[config.mk]
export PLATFORM = sky130hd
export DESIGN_NAME = rcsc_top
export DESIGN_NICKNAME = d
export VERILOG_FILES = /design/src/rcsc_pkg.sv /design/src/rcsc_top.sv
export SDC_FILE = /design/constraint.sdc
export NUM_CORES = 1
export LEC_CHECK = 0
export BUFFER_PORTS_ARGS = -buffer_cell sky130_fd_sc_hd__buf_2
export CORE_MARGIN = 3
export CORE_UTILIZATION = 40
export CTS_BUF_LIST = sky130_fd_sc_hd__clkbuf_2
export CTS_CLUSTER_DIAMETER = 200
export DETAILED_ROUTE_END_ITERATION = 12
export GPL_ROUTABILITY_DRIVEN = 0
export PLACE_DENSITY = 0.77
export SYNTH_ARGS = -nofsm -noshare
export SYNTH_HDL_FRONTEND = slang
export SYNTH_SLANG_ARGS = --single-unit
[constraint.sdc]
create_clock -name MCLK_IN -period 3.6 [get_ports MCLK_IN]
set_input_delay 0.18 -clock MCLK_IN [delete_from_list [all_inputs] [get_ports MCLK_IN]]
set_output_delay 0.18 -clock MCLK_IN [all_outputs]
set_load 0.01 [all_outputs]
[src/rcsc_pkg.sv]
// package for the reset and clock source control block
// assumes a single 10 MHz clock and software access over classic wishbone
package rcsc_pkg;
  // ----------------------------------------------------------------------
  // register map (byte addresses, one word each)
  // ----------------------------------------------------------------------
  localparam logic [7:0] RCSC_ADDR_MASK   = 8'h00; // reset source disables
  localparam logic [7:0] RCSC_ADDR_CAUSE  = 8'h04; // last reset cause
  localparam logic [7:0] RCSC_ADDR_WDOG   = 8'h08; // watchdog control
  localparam logic [7:0] RCSC_ADDR_CLKSEL = 8'h0C; // clock source select
  localparam logic [7:0] RCSC_ADDR_SWRST  = 8'h10; // software reset trigger
  // ----------------------------------------------------------------------
  // reset source bit positions
  // ----------------------------------------------------------------------
  localparam int RCSC_NSRC    = 7;
  localparam int RCSC_SRC_SUP = 0; // supply monitor, never maskable
  localparam int RCSC_SRC_WDG = 1; // watchdog timeout
  localparam int RCSC_SRC_MCD = 2; // missing clock detector
  localparam int RCSC_SRC_CMP = 3; // comparator level detect
  localparam int RCSC_SRC_SW  = 4; // software forced
  localparam int RCSC_SRC_CNV = 5; // conversion start pin
  localparam int RCSC_SRC_PIN = 6; // external reset pin, never maskable
  // maskable sources only; supply and pin bits are forced zero
  localparam logic [6:0] RCSC_MASKABLE = 7'h3E;
  // ----------------------------------------------------------------------
  // reset values and field positions
  // ----------------------------------------------------------------------
  localparam logic [6:0] RCSC_MASK_RST   = 7'h00;
  localparam logic [6:0] RCSC_CAUSE_RST  = 7'h01; // power-on shows supply
  localparam int         RCSC_WDOG_EN    = 0;
  localparam int         RCSC_WDOG_LOCK  = 1;
  localparam int         RCSC_CLK_EXT    = 0;
  localparam int         RCSC_CLK_ACTIVE = 1;
  localparam logic [1:0] RCSC_WDOG_RST   = 2'h1; // enabled, unlocked
  localparam logic [3:0] RCSC_HOLD_CYC   = 4'h8; // release stretch
  localparam int         RCSC_CLK_MHZ    = 10;
  localparam int         RCSC_INT_OSC_MAX_MHZ = 16;
  // ----------------------------------------------------------------------
  // wishbone request carrier
  // ----------------------------------------------------------------------
  typedef struct packed {
    logic        cyc;
    logic        stb;
    logic        we;
    logic [3:0]  sel;
    logic [7:0]  adr;
    logic [31:0] dat;
  } rcsc_wb_req_t;
endpackage

[src/rcsc_top.sv]
// reset gathering, watchdog lock and system clock source selection
// assumes pins are synchronous to MCLK_IN; wishbone master honours classic cycles
// ----------------------------------------------------------------------
// behaviour notes
// ----------------------------------------------------------------------
// - every source is a level; a short glitch on any source not disabled is enough to
//   start a full stretch, since the counter reloads on each active cycle
// - the reset pin is ignored as a source while this block drives it low,
//   otherwise the power-on drive would feed back and never end
// - the pin is driven only in the power-on phase; other resets leave it
//   released so that the board sees only genuine power-on events
// - the cause register keeps the first source seen while the system
//   reset is high; sources that arrive during the stretch do not count
// - the watchdog lock is cleared by any system reset, not only power-on;
//   software is expected to set it again early in its start-up code
// - the clock select only steers the downstream clock switch; glitch-free
//   switching between the oscillators is the job of that switch
// - register writes during a system reset are dropped, because the reset
//   branch of the software state wins over the bus
//
// The register offsets and register access over Wishbone were left to the implementer.
`timescale 1ns/10ps
module rcsc_top
  import rcsc_pkg::*;
#(
  parameter logic [3:0] HOLD_CYC = RCSC_HOLD_CYC
) (
  // clock and reset
  input  wire logic               MCLK_IN,
  input  wire logic               RESET_N_IN,
  // reset sources
  input  wire logic               SUPPLY_LOW_IN,
  input  wire logic               WDOG_TIMEOUT_IN,
  input  wire logic               CLK_MISSING_IN,
  input  wire logic               CMP_LEVEL_IN,
  input  wire logic               CONV_START_IN,
  // bidirectional reset pin
  input  wire logic               RST_PIN_N_IN,
  output logic                    RST_PIN_N_OUT,
  output logic                    RST_PIN_OE_OUT,
  // wishbone slave
  input  wire rcsc_pkg::rcsc_wb_req_t WB_REQ_IN,
  output logic [31:0]             WB_DAT_OUT,
  output logic                    WB_ACK_OUT,
  // system outputs
  output logic                    SYS_RST_N_OUT,
  output logic                    WDOG_EN_OUT,
  output logic                    CLK_EXT_SEL_OUT
);
  import rcsc_pkg::*;
  // ----------------------------------------------------------------------
  // state
  // ----------------------------------------------------------------------
  logic [6:0]  mask_r, mask_nxt;      // source disables
  logic [6:0]  cause_r, cause_nxt;    // latched cause of last reset
  logic        wdog_en_r, wdog_en_nxt;
  logic        wdog_lock_r, wdog_lock_nxt;
  logic        clk_ext_r, clk_ext_nxt;
  logic        sw_rst_r, sw_rst_nxt;  // one-cycle software reset request
  logic        por_r;                 // power-on phase flag
  logic [3:0]  hold_r, hold_nxt;      // release stretch counter
  logic        sys_rst_n_r;
  logic        ack_r;
  logic [31:0] rdat_r, rdat_nxt;
  logic        pin_oe_r;              // reset pin drive enable
  logic [3:0]  quiet_r;               // checker helper: quiet cycles, saturating
  // ----------------------------------------------------------------------
  // source gathering
  // ----------------------------------------------------------------------
  // own drive of the pin must not count as an outside request
  wire logic [6:0] src_raw = {~RST_PIN_N_IN & ~pin_oe_r, CONV_START_IN, sw_rst_r, CMP_LEVEL_IN,
                              CLK_MISSING_IN, WDOG_TIMEOUT_IN & wdog_en_r,
                              SUPPLY_LOW_IN};
  // masking never reaches supply and pin bits
  wire logic [6:0] src_act = src_raw & ~(mask_r & RCSC_MASKABLE);
  wire logic       any_src = |src_act;
  // ----------------------------------------------------------------------
  // bus decode
  // ----------------------------------------------------------------------
  wire logic       wb_hit  = WB_REQ_IN.cyc & WB_REQ_IN.stb & ~ack_r;
  wire logic       wb_wr   = wb_hit & WB_REQ_IN.we & WB_REQ_IN.sel[0];
  wire logic       sel_msk = WB_REQ_IN.adr == RCSC_ADDR_MASK;
  wire logic       sel_cau = WB_REQ_IN.adr == RCSC_ADDR_CAUSE;
  wire logic       sel_wdg = WB_REQ_IN.adr == RCSC_ADDR_WDOG;
  wire logic       sel_clk = WB_REQ_IN.adr == RCSC_ADDR_CLKSEL;
  wire logic       sel_sw  = WB_REQ_IN.adr == RCSC_ADDR_SWRST;
  // ----------------------------------------------------------------------
  // next-state logic
  // ----------------------------------------------------------------------
  always_comb begin
    mask_nxt      = mask_r;
    wdog_lock_nxt = wdog_lock_r;
    wdog_en_nxt   = wdog_en_r;
    clk_ext_nxt   = clk_ext_r;
    sw_rst_nxt    = 1'b0;
    cause_nxt     = cause_r;
    rdat_nxt      = 32'h0000_0000;
    if (wb_wr && sel_msk) begin
      mask_nxt = WB_REQ_IN.dat[6:0] & RCSC_MASKABLE;
    end
    if (wb_wr && sel_wdg) begin
      // lock is sticky; once set the enable cannot be cleared
      wdog_lock_nxt = wdog_lock_r | WB_REQ_IN.dat[RCSC_WDOG_LOCK];
      wdog_en_nxt   = WB_REQ_IN.dat[RCSC_WDOG_EN] | wdog_lock_nxt;
    end
    if (wb_wr && sel_clk) begin
      clk_ext_nxt = WB_REQ_IN.dat[RCSC_CLK_EXT];
    end
    if (wb_wr && sel_sw) begin
      sw_rst_nxt = WB_REQ_IN.dat[0];
    end
    // a new source overwrites the cause only while no reset is in hold
    if (any_src && sys_rst_n_r) begin
      cause_nxt = src_act;
    end
    case (1'b1)
      sel_msk: rdat_nxt[6:0] = mask_r;
      sel_cau: rdat_nxt[6:0] = cause_r;
      sel_wdg: rdat_nxt[1:0] = {wdog_lock_r, wdog_en_r};
      sel_clk: rdat_nxt[1:0] = {clk_ext_r, clk_ext_r};
      default: rdat_nxt      = 32'h0000_0000;
    endcase
  end
  // stretch counter reloads while any source is active
  always_comb begin
    if (any_src) begin
      hold_nxt = HOLD_CYC;
    end else if (hold_r != 4'h0) begin
      hold_nxt = hold_r - 4'h1;
    end else begin
      hold_nxt = hold_r;
    end
  end
  // ----------------------------------------------------------------------
  // reset sequencer, cleared only by the power-on reset
  // ----------------------------------------------------------------------
  always_ff @(posedge MCLK_IN or negedge RESET_N_IN) begin
    if (!RESET_N_IN) begin
      hold_r      <= HOLD_CYC;
      sys_rst_n_r <= 1'b0;
      por_r       <= 1'b1;
      cause_r     <= RCSC_CAUSE_RST;
    end else begin
      hold_r      <= hold_nxt;
      sys_rst_n_r <= (hold_nxt == 4'h0);
      por_r       <= por_r & ~(hold_nxt == 4'h0);
      cause_r     <= cause_nxt;
    end
  end
  // ----------------------------------------------------------------------
  // software-visible state, also cleared by system reset
  // ----------------------------------------------------------------------
  // lock survives only until the next system reset; any system reset drops it
  always_ff @(posedge MCLK_IN or negedge RESET_N_IN) begin
    if (!RESET_N_IN) begin
      mask_r      <= RCSC_MASK_RST;
      wdog_en_r   <= RCSC_WDOG_RST[RCSC_WDOG_EN];
      wdog_lock_r <= RCSC_WDOG_RST[RCSC_WDOG_LOCK];
      clk_ext_r   <= 1'b0;
      sw_rst_r    <= 1'b0;
    end else if (!sys_rst_n_r) begin
      mask_r      <= RCSC_MASK_RST;
      wdog_en_r   <= RCSC_WDOG_RST[RCSC_WDOG_EN];
      wdog_lock_r <= RCSC_WDOG_RST[RCSC_WDOG_LOCK];
      clk_ext_r   <= 1'b0;
      sw_rst_r    <= 1'b0;
    end else begin
      mask_r      <= mask_nxt;
      wdog_en_r   <= wdog_en_nxt;
      wdog_lock_r <= wdog_lock_nxt;
      clk_ext_r   <= clk_ext_nxt;
      sw_rst_r    <= sw_rst_nxt;
    end
  end
  // ----------------------------------------------------------------------
  // bus answer, one wait-free cycle
  // ----------------------------------------------------------------------
  always_ff @(posedge MCLK_IN or negedge RESET_N_IN) begin
    if (!RESET_N_IN) begin
      ack_r  <= 1'b0;
      rdat_r <= 32'h0000_0000;
    end else begin
      ack_r  <= wb_hit;
      rdat_r <= rdat_nxt;
    end
  end
  // ----------------------------------------------------------------------
  // pin drive: active only in power-on phase, low while driven
  // ----------------------------------------------------------------------
  // enable follows the power-on flag, so the pin lets go at the same edge
  // at which the system reset is released
  always_ff @(posedge MCLK_IN or negedge RESET_N_IN) begin
    if (!RESET_N_IN) begin
      pin_oe_r <= 1'b1;
    end else begin
      pin_oe_r <= por_r & ~(hold_nxt == 4'h0);
    end
  end
  assign RST_PIN_N_OUT   = 1'b0;
  assign RST_PIN_OE_OUT  = pin_oe_r;
  assign SYS_RST_N_OUT   = sys_rst_n_r;
  assign WDOG_EN_OUT     = wdog_en_r;
  assign CLK_EXT_SEL_OUT = clk_ext_r;
  assign WB_ACK_OUT      = ack_r;
  assign WB_DAT_OUT      = rdat_r;
  // ----------------------------------------------------------------------
  // checker helper: cycles since the last active source
  // ----------------------------------------------------------------------
  // counted apart from the stretch counter so that the release checks do
  // not lean on the logic that they watch; saturates at the hold length
  always_ff @(posedge MCLK_IN or negedge RESET_N_IN) begin
    if (!RESET_N_IN) begin
      quiet_r <= 4'h0;
    end else if (any_src) begin
      quiet_r <= 4'h0;
    end else if (quiet_r < HOLD_CYC) begin
      quiet_r <= quiet_r + 4'h1;
    end
  end
  // ----------------------------------------------------------------------
  // checks
  // ----------------------------------------------------------------------
  unmask_supply_a: assert property (@(posedge MCLK_IN) disable iff (!RESET_N_IN)
    SUPPLY_LOW_IN |=> !SYS_RST_N_OUT) else $error("supply low did not reset");
  unmask_pin_a: assert property (@(posedge MCLK_IN) disable iff (!RESET_N_IN)
    !RST_PIN_N_IN && !RST_PIN_OE_OUT |=> !SYS_RST_N_OUT)
    else $error("reset pin did not reset");
  src_reset_a: assert property (@(posedge MCLK_IN) disable iff (!RESET_N_IN)
    any_src |=> !SYS_RST_N_OUT) else $error("active source without reset");
  hold_stretch_a: assert property (@(posedge MCLK_IN) disable iff (!RESET_N_IN)
    quiet_r < HOLD_CYC |-> !SYS_RST_N_OUT) else $error("release too early");
  release_bound_a: assert property (@(posedge MCLK_IN) disable iff (!RESET_N_IN)
    quiet_r >= HOLD_CYC |-> SYS_RST_N_OUT) else $error("release too late");
  mask_fixed_a: assert property (@(posedge MCLK_IN) disable iff (!RESET_N_IN)
    (mask_r & ~RCSC_MASKABLE) == 7'h00) else $error("unmaskable source disabled");
  pin_por_only_a: assert property (@(posedge MCLK_IN) disable iff (!RESET_N_IN)
    !por_r |-> !RST_PIN_OE_OUT) else $error("pin driven after power-on");
  lock_sticky_a: assert property (@(posedge MCLK_IN) disable iff (!RESET_N_IN)
    wdog_lock_r && SYS_RST_N_OUT |=> wdog_lock_r) else $error("lock dropped");
  sw_reset_a: assert property (@(posedge MCLK_IN) disable iff (!RESET_N_IN)
    wb_wr && sel_sw && WB_REQ_IN.dat[0] && SYS_RST_N_OUT && !mask_r[RCSC_SRC_SW]
    |=> ##1 !SYS_RST_N_OUT) else $error("software reset not taken");
  wb_answer_a: assert property (@(posedge MCLK_IN) disable iff (!RESET_N_IN)
    wb_hit |=> WB_ACK_OUT) else $error("bus request not answered");
  wb_ack_pulse_a: assert property (@(posedge MCLK_IN) disable iff (!RESET_N_IN)
    WB_ACK_OUT |=> !WB_ACK_OUT) else $error("ack longer than one cycle");
  wdog_locked_a: assert property (@(posedge MCLK_IN) disable iff (!RESET_N_IN)
    wdog_lock_r && SYS_RST_N_OUT |-> WDOG_EN_OUT) else $error("locked watchdog off");
  clk_int_rst_a: assert property (@(posedge MCLK_IN) disable iff (!RESET_N_IN)
    !SYS_RST_N_OUT |=> !CLK_EXT_SEL_OUT) else $error("external clock after reset");
  clk_switch_a: assert property (@(posedge MCLK_IN) disable iff (!RESET_N_IN)
    wb_wr && sel_clk && SYS_RST_N_OUT |=> CLK_EXT_SEL_OUT == $past(WB_REQ_IN.dat[0]))
    else $error("clock select not applied");
  pin_drive_a: assert property (@(posedge MCLK_IN) disable iff (!RESET_N_IN)
    RST_PIN_OE_OUT |-> !SYS_RST_N_OUT) else $error("pin driven outside reset");
endmodule

# Yosys cells after proc, flatten, opt, wreduce, memory -nomap -nowiden
# Index checks and enable logic that the tools add are counted.
totals:
  out_inout_bits: 38
  elab_cells: 61
  regBits: 32
  inputBits: 55
op_classes:
  muxes: 18
  eq_ne: 7
  n_addsub: 1
  n_bitwise: 15
  n_reduce_logical: 9
op_table:
  columns: ["operator", "n"]
  rows:
  - ["$eq A8 B4 Y1 const B", 2]
  - ["$mux W7", 2]
  - ["$mux W5", 2]
  - ["$eq A8 B3 Y1 const B", 1]
  - ["$eq A8 B5 Y1 const B", 1]
  - ["$logic_not A8 Y1", 1]
  - ["$mux W1", 8]
  - ["$mux W2", 4]
  - ["$mux W4", 2]
  - ["$and A1 B1 Y1", 7]
  - ["$and A7 B7 Y7", 1]
  - ["$not A6 Y7", 1]
  - ["$reduce_or A7 Y1", 1]
  - ["$ne A2 B1 Y1 const B", 3]
  - ["$logic_and A1 B1 Y1", 5]
  - ["$logic_not A4 Y1", 1]
  - ["$not A1 Y1", 4]
  - ["$reduce_bool A4 Y1", 1]
  - ["$sub A4 B1 Y4 const B", 1]
  - ["$or A1 B1 Y1", 2]

# Longest topological paths before layout
# Gate-level depths: netlist (run 1).
logic_depth:
  depth_word: 8
  ltp_mapped: 6
  mapped_depth_nobuf: 6

# Worst setup path before layout (run 1)
# OpenSTA, ideal clock, no wires.
synth_timing:
  path_type: "reg2reg"
  start: "register pin_oe_r (netlist: RST_PIN_OE_OUT)"
  end: "register cause_r[2]"
  slack_ps: 2058
  stages_incl_launch_ff: 5
  required_time_ps: 3475
  setup_time_ps: 125
  n_path_buf: 0
  period_less_slack_ps: 1542
  arrival_ps: 1417
  cell_sequence: "dfstp_2 nor2_1 nor4_4 a21boi_4 mux2_4"
synth_via:
  elab_chain_len: 5
synth_lines:
  columns: ["element", "line_no", "text"]
  rows:
  - ["start: declaration", "rcsc_top.sv:65", "logic pin_oe_r;"]
  - ["start signal: assignment", "rcsc_top.sv:196", "pin_oe_r <= por_r & ~(hold_nxt == 4'h0);"]
  - ["$not A1 Y1", "rcsc_top.sv:71", "wire logic [6:0] src_raw = {~RST_PIN_N_IN & ~pin_oe_r, CONV_START_IN, sw_rst_r, CMP_LEVEL_IN,"]
  - ["$and A1 B1 Y1", "rcsc_top.sv:71", null]
  - ["$and A7 B7 Y7", "rcsc_top.sv:75", "wire logic [6:0] src_act = src_raw & ~(mask_r & RCSC_MASKABLE);"]
  - ["$reduce_or A7 Y1", "rcsc_top.sv:76", "wire logic any_src = |src_act;"]
  - ["$logic_and A1 B1 Y1", "rcsc_top.sv:113", "if (any_src && sys_rst_n_r) begin"]
  - ["end signal: assignment", "rcsc_top.sv:147", "cause_r <= cause_nxt;"]
  - ["end: declaration", "rcsc_top.sv:55", "logic [6:0] cause_r, cause_nxt;"]
# Every way passes these cells.
# A chain may end at the register's enable or synchronous reset.

# Final worst setup path (run 1)
layout_timing:
  start: "register hold_r[0]"
  end: "register pin_oe_r (netlist: RST_PIN_OE_OUT)"
layout_via:
  elab_chain_len: 6
layout_lines:
  columns: ["element", "line_no", "text"]
  rows:
  - ["start: declaration", "rcsc_top.sv:61", "logic [3:0] hold_r, hold_nxt;"]
  - ["start signal: assignment", "rcsc_top.sv:144", "hold_r <= hold_nxt;"]
  - ["$sub A4 B1 Y4 or $reduce_bool A4 Y1 (tied branches)", "rcsc_top.sv:129, rcsc_top.sv:128", null]
  - ["$mux W4 (*)", "rcsc_top.sv:128", "end else if (hold_r != 4'h0) begin"]
  - ["$mux W4 (*)", "rcsc_top.sv:126", "if (any_src) begin"]
  - ["$logic_not A4 Y1 (*)", "rcsc_top.sv:196", null]
  - ["$not A1 Y1 (*)", "rcsc_top.sv:196", null]
  - ["$and A1 B1 Y1 (*)", "rcsc_top.sv:196", null]
# Mark *: on every way between the ends. The rest lies on a longest branch, timed or not.

==> metrics, run 1 <==
flop and latch count out of synthesis 30; hold bufs inserted after CTS 1; die width approximately 70 um; clk sink count 30; latest clock arrival within the worst-skew pair ~0.37 ns; area delta synth->final 11.72%; number of violations of the max-capacitance limit 0; Die Outline Area about 5000 um^2; Die Y about 70 um; number of CTS-inserted buffers 5; all-layer global routing usage about an eighth; critical path capture point type register; top metal layer carrying routed signals met4; Yosys warning total 0; cell count of the worst reg-to-reg path 6; clock transition at the register clock pins on the worst setup and hold paths after CTS roughly 0.15 ns; DR iter-0 viols 37; number of enable flip-flop cells after synthesis 0; Post-Place Cells approximately 240; fraction of layout cells with a size suffix above 1 31.47%; mapped cell area roughly 1600 um^2; RSZ-0062 raised after global routing false; Ant. Diodes 0; transition time at the pin with the least slew margin 0.6277 ns; met2 wirelength from detailed routing about 1500 um; r2r endpoint RST_PIN_OE_OUT; via count of the first global-routing pass approximately 1,100; detailed placement HPWL approximately 2300 um; number of filler cells placed in the layout 374; Setup Fix Bufs, Post-CTS 0; path class of the lowest-slack min-delay path input pin to register; Max Fanout on Critical Path 5; final period demand of the worst path between 1.5 and 2 ns; clock tree root driver cell clkbuf_2; detailed-router iteration count before antenna repair 4; mean area per synthesized cell ~11 um^2; part of the cycle the worst path needs 47.03%; post-detailed-route via-to-cell ratio approximately 4.7; PnR Total Power about 0.00056 W; Post-Layout Cell Count 245; portion of the post-synthesis area used by sequential elements a little under half; clock tree from TritonCTS yes; antenna violations before repair 0; buffer depth of the longest clock path 2; global route overflow 0; post_cts resized 0; Layout Nets 252; H-tree levels 2; starting density of the core 43.02%; hold_sp WB_REQ_IN[5]; met3 routed wirelength 260 um; Met1 Routed Length 1193 um; Crit path required time 3.93 ns; remaining antenna violation count after routing 0; main flop type after synthesis dfrtp_1; number of setup violations in the final report 0; wire per inst between 10 and 15 um; maximum number of pins on one net before global-route repair 31; slew margin rel. 58.15%; share of flip-flops with an asynchronous set or reset 100.0%; std cell rows 22; I/O pin count 93; number of vias after detailed routing between 1,000 and 1,500; Synth Instances 154; number of DRC violations after detailed routing 0; max-slew violation count 0; worst setup slack for register-to-register paths roughly 1.9 ns; count of port buffers added during placement 37; Std-Cell Core Area about 3800 um^2; final total negative setup slack 0 ns; worst hold path depth 3; launching element type of the critical path register; Worst Hold End mask_r[5]; wire length reported by the detailed router a little under 3000 um; endpoint arrival time on the critical path about 2 ns; wire length of the first global-routing pass 5050 um; Post-Route Skew approximately 0.026 ns; maximum vdd ir drop 0.1091 mV; cell leakage power 0.9117 nW; startpoint of the lowest-slack register-to-register path hold_r[0]; Unique masters post-synth 42; power per cell area between 300 and 400 nW/um^2; Final Hold Violating Endpoints 0; maximum clock frequency about 590 MHz; critical path class register to register; run status complete, no violations
[worst max-delay path by stage]
stage	cells after the start	start	endpoint	slack, ns
after CTS	6	hold_r[0]	RST_PIN_OE_OUT	1.92
after detailed placement	6	hold_r[0]	RST_PIN_OE_OUT	1.95
after floorplan	4	RST_PIN_OE_OUT	cause_r[2]	2.06
final	6	hold_r[0]	RST_PIN_OE_OUT	1.91
after global placement	6	hold_r[0]	RST_PIN_OE_OUT	1.98
after global routing	6	hold_r[0]	RST_PIN_OE_OUT	1.80
[Yosys cell counts (4+ instances only)]
master / number / area share [%]
a22o_1: 4 / 2.1
buf_4: 26 / 12
dfrtp_1: 26 / 40
dfstp_2: 4 / 6.4
inv_1: 4 / 0.92
mux2_4: 5 / 4.6
nand2_1: 12 / 2.8
nand3_1: 7 / 2.1
nor2_1: 8 / 1.8
nor2b_1: 6 / 2.3
nor3_1: 4 / 1.2
o21ai_0: 5 / 1.5
o21ai_1: 6 / 1.8
[metrics by stage]
stage	setup WS (ns)	utilization [%]	cell area (um^2)	hold WS, ns
5_1_grt	1.803	48.06	1826	0.003315
2_1_floorplan	2.058	-	1728	-0.1156
3_5_place_dp	1.945	46.48	1765	0.2370
3_3_place_gp	1.982	46.48	1765	0.2415
4_1_cts	1.917	47.79	1815	0.01621
6_report	1.907	48.06	1826	0.03948
[where the power goes]
part	leakage (nW)	internal [W]	switching, W	total (W)
combinational	0.479	0.0000201	0.0000384	0.0000585
sequential	0.399	0.000339	0.00000101	0.000340
clock	0.0332	0.0000573	0.000106	0.000163
[routing by layer]
layer | track usage (%) | vias up
li1 | - | 568
met1 | 15.39 | 527
met4 | 8.298 | 0
met5 | 0 | -
met3 | 4.317 | 6
met2 | 20.99 | 45
[cell type report]
class	instances	area (um^2)	share of cell area, %
Clock buffer	8	40.04	2.193
Inverter	4	15.01	0.8225
Multi-Input combinational cell	116	749.5	41.06
Sequential cell	30	755.7	41.40
Tap cell	48	60.06	3.290
Timing Repair Buffer	39	205.2	11.24
[cells in the final DEF, fill, tap and decap left out, types with 2 or more instances in the layout]
| master | synthesis | layout |
|---|---|---|
| mux2i_1 | 2 | 2 |
| nor2_1 | 8 | 8 |
| nor4_4 | 2 | 2 |
| clkbuf_2 | 0 | 8 |
| inv_1 | 4 | 4 |
| dfstp_2 | 4 | 4 |
| nor2b_1 | 6 | 6 |
| and3b_1 | 2 | 2 |
| o21ai_1 | 6 | 6 |
| nand3_1 | 7 | 7 |
| nand2_1 | 12 | 12 |
| buf_2 | 1 | 37 |
| xnor2_1 | 2 | 2 |
| dfrtp_1 | 26 | 26 |
| conb_1 | 1 | 26 |
| nand4_1 | 2 | 2 |
| dlygate4sd3_1 | 0 | 2 |
| a22oi_1 | 2 | 2 |
| o21ai_0 | 5 | 5 |
| nor3_1 | 4 | 4 |
| and2_1 | 2 | 2 |
| mux2_4 | 5 | 5 |
| a22o_1 | 4 | 4 |
[cells by family (layout without fill, tap and decap cells)]
logic type / count (synthesis) / after routing / share of synthesized area (%)
xor gates and xnor gates: 2 / 2 / 1.072
muxes: 7 / 7 / 5.819
adders and majority gates: 1 / 1 / 0.7656
AOI/OAI and AO/OA: 23 / 23 / 9.724
buffers and inverters: 33 / 51 / 13.63
other: 1 / 26 / 0.2295
and+or+nand+nor: 57 / 57 / 22.51
DFF: 30 / 30 / 46.25
[critical path, stage by stage, from the launching register on]
cell	delay (ns)
dfrtp_1	0.46
inv_1	0.08
ha_1	0.24
or3b_1	0.44
nor3_1	0.16
a31oi_1	0.08
o21a_1	0.18
[registers in the layout, indices dropped and copies added (netlist names)]
signal	flops
WB_ACK_OUT	1
cause_r	7
wdog_lock_r	1
WB_DAT_OUT	7
sw_rst_r	1
hold_r	4
SYS_RST_N_OUT	1
WDOG_EN_OUT	1
RST_PIN_OE_OUT	1
CLK_EXT_SEL_OUT	1
mask_r	5
No activity file was read; power rests on OpenSTA's default activity.
==> inputs of run 2 (changes only) <==
Settings changed: PLACE_DENSITY 0.77 to 0.8.
Clock period 3.6 ns to 1.39 ns, I/O delays scaled along.
==> run 2 against run 1 <==
Net effect:
- register-to-register slack got worse by 2.0 ns
- largest power group unchanged
- sequential cell count unchanged
- wire length increased by 24%
- the flow now finishes with violations (setup timing)
- die area unchanged
- critical path type unchanged
==> metrics, run 2 (synthesis gave the netlist of run 1 again) <==
power share of the sequential group roughly 60%; buffer depth of the longest clock path 2; critical path class register to register; cell internal power dissipation between 0.001 and 0.0015 W; Final Hold Violating Endpoints 0; Die Y 69.92 um; Setup crit start WDOG_EN_OUT; Ant. Diodes 0; CP Cell Sequence and3b_1 -> nor3_2 -> a21boi_4 -> mux2_4; final period demand of the worst path approximately 1.5 ns; maximum clock frequency ~660 MHz; power per cell area 700.0 nW/um^2; via count of the first global-routing pass 1,181; wire length reported by the detailed router between 3000 and 4000 um; RSZ-0062 raised after global routing true; number of DRC violations after detailed routing 0; number of CTS-inserted buffers 5; minimum setup slack in the final design -0.1284 ns; clock tree root driver cell clkbuf_2; count of buffering cells on the critical path with inverters included 0; most common cell after layout, fill and taps aside buf_2; worst setup slack for register-to-register paths -0.13 ns; clock tree from TritonCTS yes; multi-input gate area in the final layout between 800 and 900 um^2; clk sink count 30; maximum vdd ir drop around 0.29 mV; Post-Layout Cell Count between 200 and 300; max-slew violation count 0; maximum number of pins on one net before global-route repair 31; combinational group share of total power between 10 and 15%; Largest stage delay, worst path 0.55 ns; CP max-delay cell dfstp_2; Post-Route Skew 0.02298 ns; final total negative setup slack -0.9873 ns; detailed-router iteration count before antenna repair 4; final core area utilization between 50 and 60%; latest clock arrival within the worst-skew pair 0.39 ns; die width 69.92 um; number of violations of the max-capacitance limit 0; starting density of the core between 40% and 50%; global route overflow 0; clock share of power between 20 and 30%; Die Outline Area about 4900 um^2; hold_sp WB_REQ_IN[32]; post-detailed-route via-to-cell ratio ~4.8; Std-Cell Core Area around 3800 um^2; path class of the lowest-slack min-delay path input pin to register; wire per inst ~13 um; slew margin rel. between 50% and 60%; all-layer global routing usage ~14%; std cell rows 22; switching pwr ~0.0004 W; number of vias after detailed routing around 1,300; area delta synth->final 29.63%; endpoint arrival time on the critical path roughly 1.8 ns; antenna violations before repair 0; fraction of layout cells with a size suffix above 1 42.22%; number of setup violations in the final report 10; switching share of total power 27.30%; wire length of the first global-routing pass 5485 um; remaining antenna violation count after routing 0; Post-Place Cells 251; Max Fanout on Critical Path 6; transition time at the pin with the least slew margin about 0.66 ns; critical path capture point type register; highest-count cells in the layout ignoring fill and taps buf_2 (37), dfrtp_1 (26), conb_1 (26), buf_4 (19), nand2_1 (11); H-tree levels 2; cell class contributing the biggest share of worst-path delay flip-flops; startpoint of the lowest-slack register-to-register path WDOG_EN_OUT; count of port buffers added during placement 37; launching element type of the critical path register; worst hold-check slack 0.03540 ns; Layout Nets 280; DR iter-0 viols roughly 100; cell leakage power roughly 1.1 nW; sequential cell area in the final layout 755.7 um^2; run status finished with violations; I/O pin count just over 90; detailed placement HPWL 2550 um; Crit path required time between 1.5 and 2 ns; part of the cycle the worst path needs 109.2%; PnR Total Power around 0.0015 W; number of filler cells placed in the layout roughly 320; failing checks setup timing; clock transition at the register clock pins on the worst setup and hold paths after CTS about 0.14 ns
==> run 2: per-stage QoR <==
step	setup WS [ns]	cell area [um^2]
6_report	-0.1284	2118
5_1_grt	-0.1954	2118
4_1_cts	-0.1195	2056
3_5_place_dp	-0.1105	1906
3_3_place_gp	-0.08218	1906
2_1_floorplan	-0.1047	1748
==> run 2: cell type report <==
class | instances | area share, %
clock buffer | 6 | 1.418
clock inverter | 2 | 0.4135
inverter | 4 | 0.7088
tap | 48 | 2.835
multi-input combinational | 116 | 38.16
timing repair buffer | 67 | 20.79
sequential | 30 | 35.68
==> run 2: power by group through the flow <==
stage / Sequential [W] / Combinational (W) / Clock, W
after floorplan: 0.000898 / 0.000129 / 0
after global placement: 0.000897 / 0.000156 / 0
after detailed placement: 0.000897 / 0.000157 / 0
after CTS: 0.000881 / 0.000178 / 0.000428
after global routing: 0.000882 / 0.000207 / 0.000457
final: 0.000881 / 0.000187 / 0.000415
==> run 2: repair_timing <==
| item | in CTS | in global routing |
|---|---|---|
| endpoints found under the setup margin | 9 | 17 |
| setup buffers | 3 | 3 |
| endpoints found under the hold margin | 36 | 0 |
| hold buffers | 9 | 0 |
| gates resized for setup | 2 | 9 |
| pin swaps | 1 | 5 |
==> run 2: final timing paths <==
| path | depth (start not counted) | endpoint |
|---|---|---|
| worst max-delay path | 4 | cause_r[3] |
| worst min-delay path | 4 | WB_DAT_OUT[0] |
| worst max register to register | 4 | cause_r[3] |
| worst min register to register | 1 | WB_DAT_OUT[3] |
| max in group asynchronous | 2 | CLK_EXT_SEL_OUT |
| min in group asynchronous | 2 | WB_DAT_OUT[5] |
==> run 2: worst reg2reg max path, stage by stage (launching register included) <==
cell      delay (ns)
dfstp_2         0.55
and3b_1         0.18
nor3_2          0.07
a21boi_4        0.29
mux2_4          0.33
==> run 2: layer usage <==
metal  vias to the layer above  track usage, %  wire length, um  share of wire [%]
met2                        66           23.40             1707                 47
met4                         0           8.936              100                2.7
met5                         -               0                0                  0
li1                        624               -                -                  -
met3                         9           3.165              259                7.1
met1                       609           17.45             1580                 43
==> inputs of run 3 (changes only) <==
Settings changed: CORE_UTILIZATION 40 to 23, PLACE_DENSITY 0.8 to 0.52.
==> run 3 against run 2 <==
Net effect:
- the run still ends with setup timing left
- critical path depth unchanged
- sequential cell count is the same
- hold slack better by 0.033 ns
- register-to-register slack gained 0.02 ns
- final cell count up 19%
- clock skew increased by 0.0028 ns
- first-iteration DRC count decreased by 70%
- non-clock buffer count is 4 higher
- worst setup slack better by 0.024 ns
- die area grew 67%
- highest routed layer unchanged
==> metrics, run 3 (synthesis gave the netlist of run 1 again) <==
run status finished with violations; failing checks setup timing; highest-count cells in the layout ignoring fill and taps buf_2 (35), dfrtp_1 (26), conb_1 (26), buf_4 (25), nand2_1 (11); path class of the lowest-slack min-delay path input pin to register; buffer depth of the longest clock path 2; clock share of power 28.5%; startpoint of the lowest-slack register-to-register path WDOG_EN_OUT; cell leakage power around 1.1 nW; detailed-router iteration count before antenna repair 4; clk sink count 30; switching share of total power ~28%; die width between 90 and 100 um; slew margin rel. a little under three fifths; global-route track usage on met3 3.250%; Layout Nets approximately 280; endpoint arrival time on the critical path 1.76 ns; H-tree levels 2; detailed placement HPWL roughly 2800 um; PnR Total Power between 0.001 and 0.0015 W; global route overflow 0; worst slack after detailed placement -0.1422 ns; all-layer global routing usage 9.452%; critical path capture point type register; met1 Use GR roughly 12%; wire length of the first global-routing pass about 6200 um; RSZ-0062 raised after global routing true; area delta synth->final 35.22%; number of violations of the max-capacitance limit 0; count of port buffers added during placement 37; maximum clock frequency ~670 MHz; part of the cycle the worst path needs 107.5%; Setup crit start WDOG_EN_OUT; Post-Route Skew around 0.026 ns; GRT busiest layer met2; number of vias after detailed routing 1,285; power per cell area 675.9 nW/um^2; final period demand of the worst path around 1.5 ns; antenna violations before repair 0; number of CTS-inserted buffers 5; remaining antenna violation count after routing 0; I/O pin count 93; hold_sp WB_REQ_IN[33]; std cell rows 30; wire per inst about 11 um; Die Y about 90 um; Die Outline Area between 8000 and 9000 um^2; number of filler cells placed in the layout 757; Final Hold Violating Endpoints 0; routing usage on met2 between 10% and 20%; cell internal power dissipation about 0.0011 W; most common cell after layout, fill and taps aside buf_2; transition time at the pin with the least slew margin between 0.6 and 0.7 ns; switching pwr around 0.00042 W; starting density of the core 23.92%; clock tree from TritonCTS yes; critical path class register to register; maximum number of pins on one net before global-route repair 31; clock tree root driver cell clkbuf_2; wire length reported by the detailed router about 3700 um; Ant. Diodes 0; Crit path required time 1.65 ns; power share of the sequential group about 59%; post-detailed-route via-to-cell ratio slightly below 4; latest clock arrival within the worst-skew pair roughly 0.37 ns; combinational group share of total power between 10% and 20%; DR iter-0 viols 29; Std-Cell Core Area 6832 um^2; fraction of layout cells with a size suffix above 1 between 40% and 50%; maximum vdd ir drop around 0.21 mV; clock transition at the register clock pins on the worst setup and hold paths after CTS roughly 0.18 ns; max-slew violation count 0; Max Fanout on Critical Path 6; minimum setup slack in the final design -0.1039 ns; launching element type of the critical path register; number of DRC violations after detailed routing 0; number of setup violations in the final report 10; via count of the first global-routing pass about 1,300
==> run 3: routing by layer <==
metal	up-vias	share of wire, %
li1	625	-
met2	46	48
met1	608	44
met4	0	1.4
met3	6	6.6
met5	-	0
==> run 3: final timing paths <==
kind                            endpoint  slack (ns)  cells after the start
max in group asynchronous     WB_ACK_OUT        0.68                      2
min in group asynchronous  WB_DAT_OUT[6]        0.25                      2
min reg2reg                   cause_r[0]        0.50                      2
max reg2reg                   cause_r[4]       -0.10                      4
max                           cause_r[4]       -0.10                      4
min                            mask_r[3]        0.07                      4
==> run 3: what timing repair did <==
item | CTS | global route
endpoints found under the hold margin | 36 | 0
pin swaps | 2 | 5
buffers inserted | 4 | 5
gates resized for setup | 7 | 5
hold buffers | 10 | 0
endpoints found under the setup margin | 10 | 23
==> run 3: power by group through the flow <==
stage          Sequential (W)  Combinational (W)  Clock [W]
6_report             0.000881           0.000187   0.000425
5_1_grt              0.000883           0.000210   0.000514
4_1_cts              0.000881           0.000187   0.000453
3_5_place_dp         0.000897           0.000161          0
3_3_place_gp         0.000897           0.000160          0
2_1_floorplan        0.000898           0.000129          0
==> run 3: area by class of cell <==
type,count,area (um^2),area share (%)
clock buffer,5,25.02,1.133
inverter,4,15.01,0.6795
multi-input combinational,116,803.3,36.35
timing repair buffer,71,474.2,21.46
sequential,30,755.7,34.20
clock inverter,3,16.27,0.7361
tap,96,120.1,5.436
==> run 3: worst max-delay path, stage by stage, from the launching register on <==
cell	delay, ns
dfstp_2	0.55
and3b_2	0.19
nor3_2	0.06
a21boi_4	0.28
mux2_4	0.33
==> run 3: per-stage QoR <==
stage / TNS (ns) / instance area (um^2) / utilization, % / hold slack, ns / cells
4_1_cts: -0.7717 / 2165 / 31.69 / 0.04567 / 321
5_1_grt: -1.495 / 2210 / 32.34 / 0.04412 / 325
3_3_place_gp: -0.5480 / 1966 / 28.77 / 0.1490 / 299
6_report: -0.6177 / 2210 / 32.34 / 0.06877 / 325
2_1_floorplan: -0.5682 / 1748 / - / -0.2261 / 179
3_5_place_dp: -0.8666 / 1966 / 28.77 / 0.1576 / 299
